===== config.mk =====
export PLATFORM = sky130hd
export DESIGN_NAME = sar_adc_control
export DESIGN_NICKNAME = d
export VERILOG_FILES = /design/src/design/sar_adc_pkg.sv /design/src/design/sar_adc_control.sv
export SDC_FILE = /design/constraint.sdc
export NUM_CORES = 1
export LEC_CHECK = 0
export BUFFER_PORTS_ARGS = -buffer_cell sky130_fd_sc_hd__buf_2
export CORE_AREA = 3 3 118 120
export CTS_CLUSTER_DIAMETER = 150
export DETAILED_ROUTE_END_ITERATION = 12
export DIE_AREA = 0 0 121 123
export SLEW_MARGIN = 20
export SYNTH_ARGS = -nofsm -noshare
export SYNTH_HDL_FRONTEND = slang
export SYNTH_SLANG_ARGS = --single-unit
export TNS_END_PERCENT = 10

===== constraint.sdc =====
create_clock -name i_core_clk -period 5.8 [get_ports i_core_clk]
set_clock_uncertainty 0.1 [all_clocks]
set_input_delay 0.87 -clock i_core_clk [delete_from_list [all_inputs] [get_ports i_core_clk]]
set_output_delay 0.87 -clock i_core_clk [all_outputs]
set_load 0.03 [all_outputs]

===== src/design/sar_adc_pkg.sv =====
// package: register map, mode fields, timing constants and types of the converter control
package sar_adc_pkg;

    // register byte addresses
    localparam logic [15:0] MODE_ADDR      = 16'hff80;
    localparam logic [15:0] RESULT_ADDR    = 16'hff84;
    localparam logic [15:0] PIN_SEL_ADDR   = 16'hff88;
    localparam logic [15:0] EDGE_MODE_ADDR = 16'hff8c;
    localparam logic [15:0] STATUS_ADDR    = 16'hff90;

    // reset values
    localparam logic [7:0] MODE_RESET      = 8'h01;
    localparam logic [7:0] PIN_SEL_RESET   = 8'h00;
    localparam logic [7:0] EDGE_MODE_RESET = 8'h00;

    // mode register field positions
    localparam int RUN_BIT       = 7;
    localparam int EXT_START_BIT = 6;
    localparam int SPEED_HI_BIT  = 5;
    localparam int SPEED_LO_BIT  = 4;
    localparam int CHANNEL_MSB   = 3;
    localparam int CHANNEL_LSB   = 1;
    localparam int RANGE_BIT     = 0;

    // status register field positions
    localparam int STAT_BUSY_BIT = 0;
    localparam int STAT_WAIT_BIT = 1;
    localparam int STAT_IDX_LSB  = 2;

    // trigger edge selection held in bits 1:0 of the edge mode register
    localparam logic [1:0] EDGE_FALL = 2'h0;
    localparam logic [1:0] EDGE_RISE = 2'h1;

    // speed patterns {hi, lo, range}
    localparam logic [2:0] SPEED_P001 = 3'h1;
    localparam logic [2:0] SPEED_P011 = 3'h3;
    localparam logic [2:0] SPEED_P100 = 3'h4;
    localparam logic [2:0] SPEED_P101 = 3'h5;

    // conversion length in oscillator periods with the divider bit set
    localparam int CONV_PERIODS_P001 = 80;
    localparam int CONV_PERIODS_P011 = 40;
    localparam int CONV_PERIODS_P100 = 50;
    localparam int CONV_PERIODS_P101 = 100;
    // one conversion: two sampling slots and eight bit slots
    localparam int SLOTS_PER_CONV    = 10;
    localparam int SAMPLE_SLOTS      = 2;

    localparam int DATA_W = 8;

    typedef struct packed {
        logic       run;
        logic       ext_start;
        logic       speed_select_hi;
        logic       speed_select_lo;
        logic [2:0] channel;
        logic       speed_range_bit;
    } mode_s;

    typedef enum logic [1:0] {
        ST_IDLE,
        ST_WAIT_TRIG,
        ST_SAMPLE,
        ST_CONVERT
    } conv_state_e;

endpackage


===== src/design/sar_adc_control.sv =====
// successive-approximation converter control with a classic wishbone register slave
// Functional notes
// - eight selectable analog channels, eight-bit result for the chosen channel.
// - successive approximation; result kept in readable eight-bit result register.
// - hardware start converts once per external trigger, then stops and requests interrupt.
// - software start converts back to back, interrupt request after every conversion.
// - approximation resolves MSB first; after LSB its value moves to the result.
// - result reloaded at each conversion end, read as a byte, undefined after reset; this design clears it to 00h.
// - mode register resets to 01h (stopped, software start); bit and byte writes.
// - mode bits: 7 run, 6 trigger select, 5:4 speed, 3:1 channel, 0 range.
// - channel field binary value selects analog input zero through seven.
// - speed bits set conversion length in oscillator periods; other patterns prohibited.
// - trigger select 0 means software start, 1 means external trigger start.
// - run bit 0 stops conversion activity, 1 starts or enables it.
// - trigger active edge comes from bits 1:0 of the edge mode register.
// - pins not chosen as analog stay ordinary digital port pins.
// - hardware start: run write mid-conversion aborts and waits for a new trigger.
// - software start: run write mid-conversion aborts and restarts with new settings.
// - write with run cleared mid-conversion halts at once, no completion.
`timescale 1ns/100ps
`default_nettype none

module sar_adc_control #(
    parameter int FX_DIV = 1
) (
    // clock and reset
    input  wire logic                           i_core_clk,
    input  wire logic                           i_nrst,
    // wishbone slave
    input  wire logic                           i_wb_cyc,
    input  wire logic                           i_wb_stb,
    input  wire logic                           i_wb_we,
    input  wire logic [15:0]                    i_wb_adr,
    input  wire logic [31:0]                    i_wb_dat,
    input  wire logic [3:0]                     i_wb_sel,
    output logic      [31:0]                    o_wb_dat,
    output logic                                o_wb_ack,
    // system inputs
    input  wire logic                           i_clock_divider_select,
    input  wire logic                           i_conversion_trigger_in,
    // analog front end
    input  wire logic                           i_comparator,
    output logic      [2:0]                     o_channel_sel,
    output logic                                o_sample,
    output logic      [sar_adc_pkg::DATA_W-1:0] o_tap_code,
    output logic      [7:0]                     o_analog_pin_select,
    // interrupt request
    output logic                                o_conversion_done_irq
);

    localparam int PRE_W = (FX_DIV > 1) ? $clog2(FX_DIV) : 1;

    // slot length in oscillator periods for the mode and divider bit
    function automatic logic [6:0] slot_len(input sar_adc_pkg::mode_s m, input logic div_sel);
        int periods;
        periods = sar_adc_pkg::CONV_PERIODS_P101;
        case ({m.speed_select_hi, m.speed_select_lo, m.speed_range_bit})
            sar_adc_pkg::SPEED_P001: periods = sar_adc_pkg::CONV_PERIODS_P001;
            sar_adc_pkg::SPEED_P011: periods = sar_adc_pkg::CONV_PERIODS_P011;
            sar_adc_pkg::SPEED_P100: periods = sar_adc_pkg::CONV_PERIODS_P100;
            sar_adc_pkg::SPEED_P101: periods = sar_adc_pkg::CONV_PERIODS_P101;
            default:                 periods = sar_adc_pkg::CONV_PERIODS_P101;
        endcase
        periods = div_sel ? periods : periods * 2;
        return 7'(periods / sar_adc_pkg::SLOTS_PER_CONV);
    endfunction
    // register state
    sar_adc_pkg::mode_s               mode;
    sar_adc_pkg::mode_s               next_mode;
    logic [7:0]                       pin_sel;
    logic [7:0]                       next_pin_sel;
    logic [7:0]                       edge_mode;
    logic [7:0]                       next_edge_mode;
    logic [sar_adc_pkg::DATA_W-1:0]   result;
    logic [sar_adc_pkg::DATA_W-1:0]   next_result;
    logic [31:0]                      rd_dat;
    logic [31:0]                      next_rd_dat;
    logic                             ack;
    logic                             next_ack;
    // conversion state
    sar_adc_pkg::conv_state_e         state;
    sar_adc_pkg::conv_state_e         next_state;
    logic [sar_adc_pkg::DATA_W-1:0]   approximation_reg;
    logic [sar_adc_pkg::DATA_W-1:0]   next_approximation_reg;
    logic [2:0]                       bit_idx;
    logic [2:0]                       next_bit_idx;
    logic [7:0]                       slot_cnt;
    logic [7:0]                       next_slot_cnt;
    logic [PRE_W-1:0]                 pre_cnt;
    logic [PRE_W-1:0]                 next_pre_cnt;
    logic                             done_irq;
    logic                             next_done_irq;
    logic                             sample;
    logic                             next_sample;
    logic [2:0]                       channel_q;
    logic [2:0]                       next_channel_q;
    // pin synchronisers
    logic                             trig_s1;
    logic                             trig_s2;
    logic                             trig_s3;
    logic                             cmp_s1;
    logic                             cmp_s2;
    logic                             fx_tick;
    logic                             trig_edge;
    logic                             mode_wr;
    logic [7:0]                       wr_byte;
    logic [6:0]                       slot;
    always_ff @(posedge i_core_clk)
    begin
        if (!i_nrst)
        begin
            trig_s1 <= 1'b0;
            trig_s2 <= 1'b0;
            trig_s3 <= 1'b0;
            cmp_s1  <= 1'b0;
            cmp_s2  <= 1'b0;
        end
        else
        begin
            trig_s1 <= i_conversion_trigger_in;
            trig_s2 <= trig_s1;
            trig_s3 <= trig_s2;
            cmp_s1  <= i_comparator;
            cmp_s2  <= cmp_s1;
        end
    end
    always_comb
    begin
        fx_tick = (pre_cnt == PRE_W'(FX_DIV - 1));
        slot    = slot_len(mode, i_clock_divider_select);
        wr_byte = i_wb_dat[7:0];
        mode_wr = i_wb_cyc && i_wb_stb && i_wb_we && ack && i_wb_sel[0] && (i_wb_adr == sar_adc_pkg::MODE_ADDR);
        // trigger edge from bits 1:0 of the edge mode register
        case (edge_mode[1:0])
            sar_adc_pkg::EDGE_FALL: trig_edge = trig_s3 && !trig_s2;
            sar_adc_pkg::EDGE_RISE: trig_edge = !trig_s3 && trig_s2;
            default:                trig_edge = trig_s3 != trig_s2;
        endcase
    end
    // bus side: registers and answers
    always_comb
    begin
        next_ack       = i_wb_cyc && i_wb_stb && !ack;
        next_mode      = mode;
        next_pin_sel   = pin_sel;
        next_edge_mode = edge_mode;
        next_rd_dat    = rd_dat;
        if (i_wb_cyc && i_wb_stb && i_wb_we && ack && i_wb_sel[0])
        begin
            case (i_wb_adr)
                sar_adc_pkg::MODE_ADDR:      next_mode      = sar_adc_pkg::mode_s'(wr_byte);
                sar_adc_pkg::PIN_SEL_ADDR:   next_pin_sel   = wr_byte;
                sar_adc_pkg::EDGE_MODE_ADDR: next_edge_mode = wr_byte;
                default:                     next_mode      = mode;
            endcase
        end
        if (i_wb_cyc && i_wb_stb && !i_wb_we && !ack)
        begin
            case (i_wb_adr)
                sar_adc_pkg::MODE_ADDR:      next_rd_dat = {24'h00_0000, mode};
                sar_adc_pkg::RESULT_ADDR:    next_rd_dat = {24'h00_0000, result};
                sar_adc_pkg::PIN_SEL_ADDR:   next_rd_dat = {24'h00_0000, pin_sel};
                sar_adc_pkg::EDGE_MODE_ADDR: next_rd_dat = {24'h00_0000, edge_mode};
                sar_adc_pkg::STATUS_ADDR:
                begin
                    next_rd_dat = 32'h0000_0000;
                    next_rd_dat[sar_adc_pkg::STAT_BUSY_BIT] = (state == sar_adc_pkg::ST_SAMPLE)
                                                           || (state == sar_adc_pkg::ST_CONVERT);
                    next_rd_dat[sar_adc_pkg::STAT_WAIT_BIT] = (state == sar_adc_pkg::ST_WAIT_TRIG);
                    next_rd_dat[sar_adc_pkg::STAT_IDX_LSB +: 3] = bit_idx;
                end
                default:                     next_rd_dat = 32'h0000_0000;
            endcase
        end
    end
    // conversion sequencer
    always_comb
    begin
        next_state             = state;
        next_approximation_reg = approximation_reg;
        next_bit_idx           = bit_idx;
        next_slot_cnt          = slot_cnt;
        next_pre_cnt           = fx_tick ? '0 : PRE_W'(pre_cnt + 1'b1);
        next_result            = result;
        next_done_irq          = 1'b0;
        next_sample            = 1'b0;
        next_channel_q         = channel_q;
        case (state)
            sar_adc_pkg::ST_IDLE:
            begin
                next_slot_cnt = 8'h00;
            end
            sar_adc_pkg::ST_WAIT_TRIG:
            begin
                next_slot_cnt = 8'h00;
                if (trig_edge)
                begin
                    next_state   = sar_adc_pkg::ST_SAMPLE;
                    next_sample  = 1'b1;
                    next_pre_cnt = '0;
                end
            end
            sar_adc_pkg::ST_SAMPLE:
            begin
                next_sample = 1'b1;
                if (fx_tick)
                begin
                    next_slot_cnt = 8'(slot_cnt + 1'b1);
                    if (slot_cnt == 8'(({1'b0, slot} * 8'(sar_adc_pkg::SAMPLE_SLOTS)) - 8'h01))
                    begin
                        next_sample            = 1'b0;
                        next_state             = sar_adc_pkg::ST_CONVERT;
                        next_slot_cnt          = 8'h00;
                        next_bit_idx           = 3'h7;
                        next_approximation_reg = 8'h80;
                    end
                end
            end
            sar_adc_pkg::ST_CONVERT:
            begin
                if (fx_tick)
                begin
                    next_slot_cnt = 8'(slot_cnt + 1'b1);
                    if (slot_cnt == 8'({1'b0, slot} - 8'h01))
                    begin
                        next_slot_cnt = 8'h00;
                        // keep the trial bit only when input is at or above the tap
                        next_approximation_reg[bit_idx] = cmp_s2;
                        if (bit_idx == 3'h0)
                        begin
                            next_result   = next_approximation_reg;
                            next_done_irq = 1'b1;
                            if (mode.ext_start)
                            begin
                                next_state = sar_adc_pkg::ST_WAIT_TRIG;
                            end
                            else
                            begin
                                next_state  = sar_adc_pkg::ST_SAMPLE;
                                next_sample = 1'b1;
                            end
                        end
                        else
                        begin
                            next_bit_idx = 3'(bit_idx - 1'b1);
                            next_approximation_reg[3'(bit_idx - 1'b1)] = 1'b1;
                        end
                    end
                end
            end
            default:
            begin
                next_state = sar_adc_pkg::ST_IDLE;
            end
        endcase
        // a mode write restarts or halts whatever is in progress
        if (mode_wr)
        begin
            next_slot_cnt          = 8'h00;
            next_pre_cnt           = '0;
            next_done_irq          = 1'b0;
            next_approximation_reg = 8'h00;
            next_channel_q         = wr_byte[sar_adc_pkg::CHANNEL_MSB:sar_adc_pkg::CHANNEL_LSB];
            if (!wr_byte[sar_adc_pkg::RUN_BIT])
            begin
                next_state  = sar_adc_pkg::ST_IDLE;
                next_sample = 1'b0;
            end
            else if (wr_byte[sar_adc_pkg::EXT_START_BIT])
            begin
                next_state  = sar_adc_pkg::ST_WAIT_TRIG;
                next_sample = 1'b0;
            end
            else
            begin
                next_state  = sar_adc_pkg::ST_SAMPLE;
                next_sample = 1'b1;
            end
        end
    end
    always_ff @(posedge i_core_clk)
    begin
        if (!i_nrst)
        begin
            mode              <= sar_adc_pkg::mode_s'(sar_adc_pkg::MODE_RESET);
            pin_sel           <= sar_adc_pkg::PIN_SEL_RESET;
            edge_mode         <= sar_adc_pkg::EDGE_MODE_RESET;
            rd_dat            <= 32'h0000_0000;
            ack               <= 1'b0;
            state             <= sar_adc_pkg::ST_IDLE;
            approximation_reg <= 8'h00;
            bit_idx           <= 3'h7;
            slot_cnt          <= 8'h00;
            pre_cnt           <= '0;
            done_irq          <= 1'b0;
            sample            <= 1'b0;
            channel_q         <= 3'h0;
            result            <= 8'h00;
        end
        else
        begin
            mode              <= next_mode;
            pin_sel           <= next_pin_sel;
            edge_mode         <= next_edge_mode;
            rd_dat            <= next_rd_dat;
            ack               <= next_ack;
            state             <= next_state;
            approximation_reg <= next_approximation_reg;
            bit_idx           <= next_bit_idx;
            slot_cnt          <= next_slot_cnt;
            pre_cnt           <= next_pre_cnt;
            done_irq          <= next_done_irq;
            sample            <= next_sample;
            channel_q         <= next_channel_q;
            result            <= next_result;
        end
    end
    always_comb
    begin
        o_wb_dat              = rd_dat;
        o_wb_ack              = ack;
        o_channel_sel         = channel_q;
        o_sample              = sample;
        o_tap_code            = approximation_reg;
        o_analog_pin_select   = pin_sel;
        o_conversion_done_irq = done_irq;
    end

endmodule

`default_nettype wire


==> summary.md <==
| Metric | Value |
|---|---|
| Port-buffer cells | `62` |
| Filler Cell Count | `about 1,300` |
| Layout overhead on the synthesized area | `28.0%` |
| Root buf cell | `clkbuf_16` |
| Max rail drop VDD | `0.159 mV` |
| Skew-Pair Late Insertion Delay | `around 0.33 ns` |
| Reg2reg path depth | `25` |
| WHS Path Cells | `1` |
| EDFF count, synth | `0` |
| Post-route setup slack | `0.113 ns` |
| Vias/cell | `5.31` |
| Cell Pwr Density | `214 nW/µm²` |
| Critical Path RT | `between 5 and 6 ns` |
| Final core utilization | `around 44%` |
| CP max-delay cell | `or4_4` |
| Footprint of the multi-input gates | `2990 µm²` |
| GRT Total Usage | `between 10% and 20%` |
| Fin. max-slew vios | `0` |
| DR vias | `4,320` |
| Std cell rows | `42` |
| HP Class | `reg2reg` |
| HP Start | `cmp_s1$_SDFF_PN0_` |
| Die area | `between 10,000 and 15,000 µm²` |
| Layout cell share with drive strength beyond 1 | `about 31%` |
| Leak | `roughly 2.4 nW` |
| Pwr Total | `approximately 1.2 mW` |
| GPL Wtd Cong | `0.907` |
| Setup TNS | `0 ns` |
| Top FF cell, synth | `dfxtp_1` |
| Commonest non-fill, non-tap cell in the layout | `dfxtp_1` |
| Number of I/O pins | `between 100 and 150` |
| Initial Util | `34.4%` |
| Final Setup Violations | `0` |
| Worst-path clk slew | `roughly 0.060 ns` |
| Avg Synthesized Cell Area | `about 8.3 µm²` |
| CP max stage delay | `roughly 0.53 ns` |
| Worst Setup Start Kind | `primary input` |
| Post-synthesis cell count | `~540` |
| Total CTS buffers | `9` |
| Nets@finish | `703` |
| Slew HR | `~36%` |
| Antenna-violating nets left | `0` |
| Clock Path Buffers | `2` |
| Largest net degree at the start of global routing | `44` |
| Hold Crit Endpoint | `cmp_s2$_SDFF_PN0_` |
| CTS tree | `yes` |
| WS Path Type | `in2reg` |
| Commonest non-fill, non-tap cells in the layout | `dfxtp_1, buf_2, buf_4` |
| Sequential area share after synthesis | `slightly above 30%` |
| Grt total ovfl | `0` |
| Vias in the first global route | `about 4,000` |
| CP Max Fanout | `8` |
| Run status | `complete, no violations` |
| Drt first pass iters | `7` |
| Max_cap viols | `0` |
| Initial detailed-routing violation count | `247` |
| FF+latch area | `between 1000 and 1500 µm²` |
| Final Non-Filler Cells | `between 800 and 900` |
| H-tree depth | `3` |
| Hold WS | `0.332 ns` |
| Setup WS pre-CTS | `-0.470 ns` |
| Post-synth top area share | `30.7%` |
| Clock sinks | `approximately 70` |
| Cell variety after synth | `78` |
| FF-to-FF Start | `mode[4]$_SDFFE_PN0P_` |
| Antenna violations before repair | `0` |
| Final WL | `roughly 13,000 µm` |
| Placed Cells | `784` |
| Area leader, netlist | `dfxtp_1` |
| Post-route cell area | `5770 µm²` |
| Synthesized flop and latch total | `69` |
| Worst setup EP type | `register` |
| Fmax | `between 0.15 and 0.2 GHz` |
| Final Hold Fails | `0` |
| Crit path max-delay family | `simple AND/OR/NAND/NOR gates` |
| Synth Warn # | `0` |
| Worst-margin pin slew | `0.955 ns` |
| Detailed placement HPWL | `between 9000 and 10,000 µm` |
| R2R Setup Slk | `roughly 0.22 ns` |
| Global-route wire length before repair | `between 15,000 and 20,000 µm` |
| Netlist Area Pre-Place | `around 4500 µm²` |
| DP Area | `about 5200 µm²` |
| Hold-fix buffers at CTS | `0` |
| Period Utilization, post-route | `a little over nine tenths` |
| Core area | `roughly 13,000 µm²` |
| Post-synth ARST share | `0%` |
| Worst path arrival time | `approximately 5.8 ns` |
| Worst r2r dst | `slot_cnt[5]$_SDFF_PP0_` |
| Number of diodes | `0` |
| Synth area leaders | `dfxtp_1, mux2i_1, buf_4` |
| Number of remaining DRC errors | `0` |
| Final critical-path required period | `~5.7 ns` |
| Wire length per cell | `roughly 16 µm` |
| Height of the die | `roughly 120 µm` |
| Die W | `121 µm` |
| WP buf/inv | `4` |
[metal layers]
metal / global-route usage, % / vias to the layer above / wire [µm]
li1: - / 2113 / -
met1: 22.4 / 2085 / 5830
met4: 5.59 / 0 / 240
met2: 26.3 / 99 / 6210
met3: 2.74 / 23 / 475
met5: 0 / - / 0
[logic make-up (layout without fill, tap and decap cells)]
group | after synthesis | count (layout) | synth area share (%)
and+or+nand+nor | 204 | 204 | 23.8
AOI/OAI and AO/OA | 124 | 124 | 20.3
buffers and inverters | 78 | 152 | 9.27
DFF | 69 | 69 | 30.7
muxes | 40 | 40 | 10.1
xor gates and xnor gates | 15 | 15 | 2.92
adders and majority gates | 10 | 10 | 2.78
other | 1 | 24 | 0.0832
[cells in the mapped netlist, drive strengths merged (2+ instances only)]
cell and number:
a211oi 15, a21o 2, a21oi 31, a221oi 2, a222oi 5, a22o 7, a31oi 3, a32oi 2
and2 8, and3 3, buf 38, clkbuf 21, dfxtp 69, ha 10, inv 18, mux2 12
mux2i 25, mux4 3, nand2 48, nand2b 13, nand3 22, nand4 3, nand4b 3, nor2 50
nor2b 6, nor3 18, nor3b 3, nor4 3, nor4b 4, o2111a 6, o2111ai 2, o211ai 5
o21a 2, o21ai 21, o221a 2, o31ai 5, o32ai 3, or2 4, or3 6, or3b 2
or4 3, or4b 2, xnor2 7, xor2 8
[report_power, final]
| part | internal (mW) | switching, mW | leakage, nW |
|---|---|---|---|
| clock | 0.376 | 0.208 | 0.153 |
| sequential | 0.477 | 0.00213 | 0.558 |
| combinational | 0.0718 | 0.0966 | 1.68 |
| total | 0.926 | 0.306 | 2.39 |
[repair_timing]
action | in CTS | in global routing
pin swaps | 3 | 16
gates resized for setup | 5 | 21
setup endpoints to repair | 18 | 27
setup buffers | 2 | 11
endpoints found under the hold margin | 0 | 0
cloned | 0 | 1
[sequential cells by signal, summed over array words and instances (netlist names), 2 cells and up]
name,cells
state,2
slot_cnt,8
o_analog_pin_select,8
bit_idx,3
o_tap_code,8
o_wb_dat,8
mode,8
result,8
edge_mode,8
[worst max-delay path by stage]
stage / depth (start not counted) / start / endpoint
finish: 26 / i_clock_divider_select / slot_cnt[5]$_SDFF_PP0_
CTS: 27 / i_clock_divider_select / o_tap_code[3]$_SDFFE_PP0P_
floorplan: 27 / i_clock_divider_select / state[0]$_SDFFE_PN0P_
detailed placement: 26 / i_clock_divider_select / state[0]$_SDFFE_PN0P_
global route: 26 / i_clock_divider_select / result[0]$_SDFFE_PN0P_
global placement: 26 / i_clock_divider_select / state[0]$_SDFFE_PN0P_
[worst register-to-register path, delay by kind of cell (launching register included)]
family	cells	cell delay [ns]
compound gates	6	0.98
xor+xnor	2	0.34
fa+ha+maj	4	0.83
buf+inv	2	0.21
flops	1	0.56
simple gates	11	2.45
[layout make-up]
type | instances | share of cell area, %
repair buffers | 117 | 13.7
clock inverters | 6 | 1.50
inverters | 19 | 1.24
multi-input cells | 417 | 51.8
clock buffers | 10 | 3.97
flip-flops and latches | 69 | 24.0
well taps | 176 | 3.82
No activity file was read; power rests on OpenSTA's default activity.
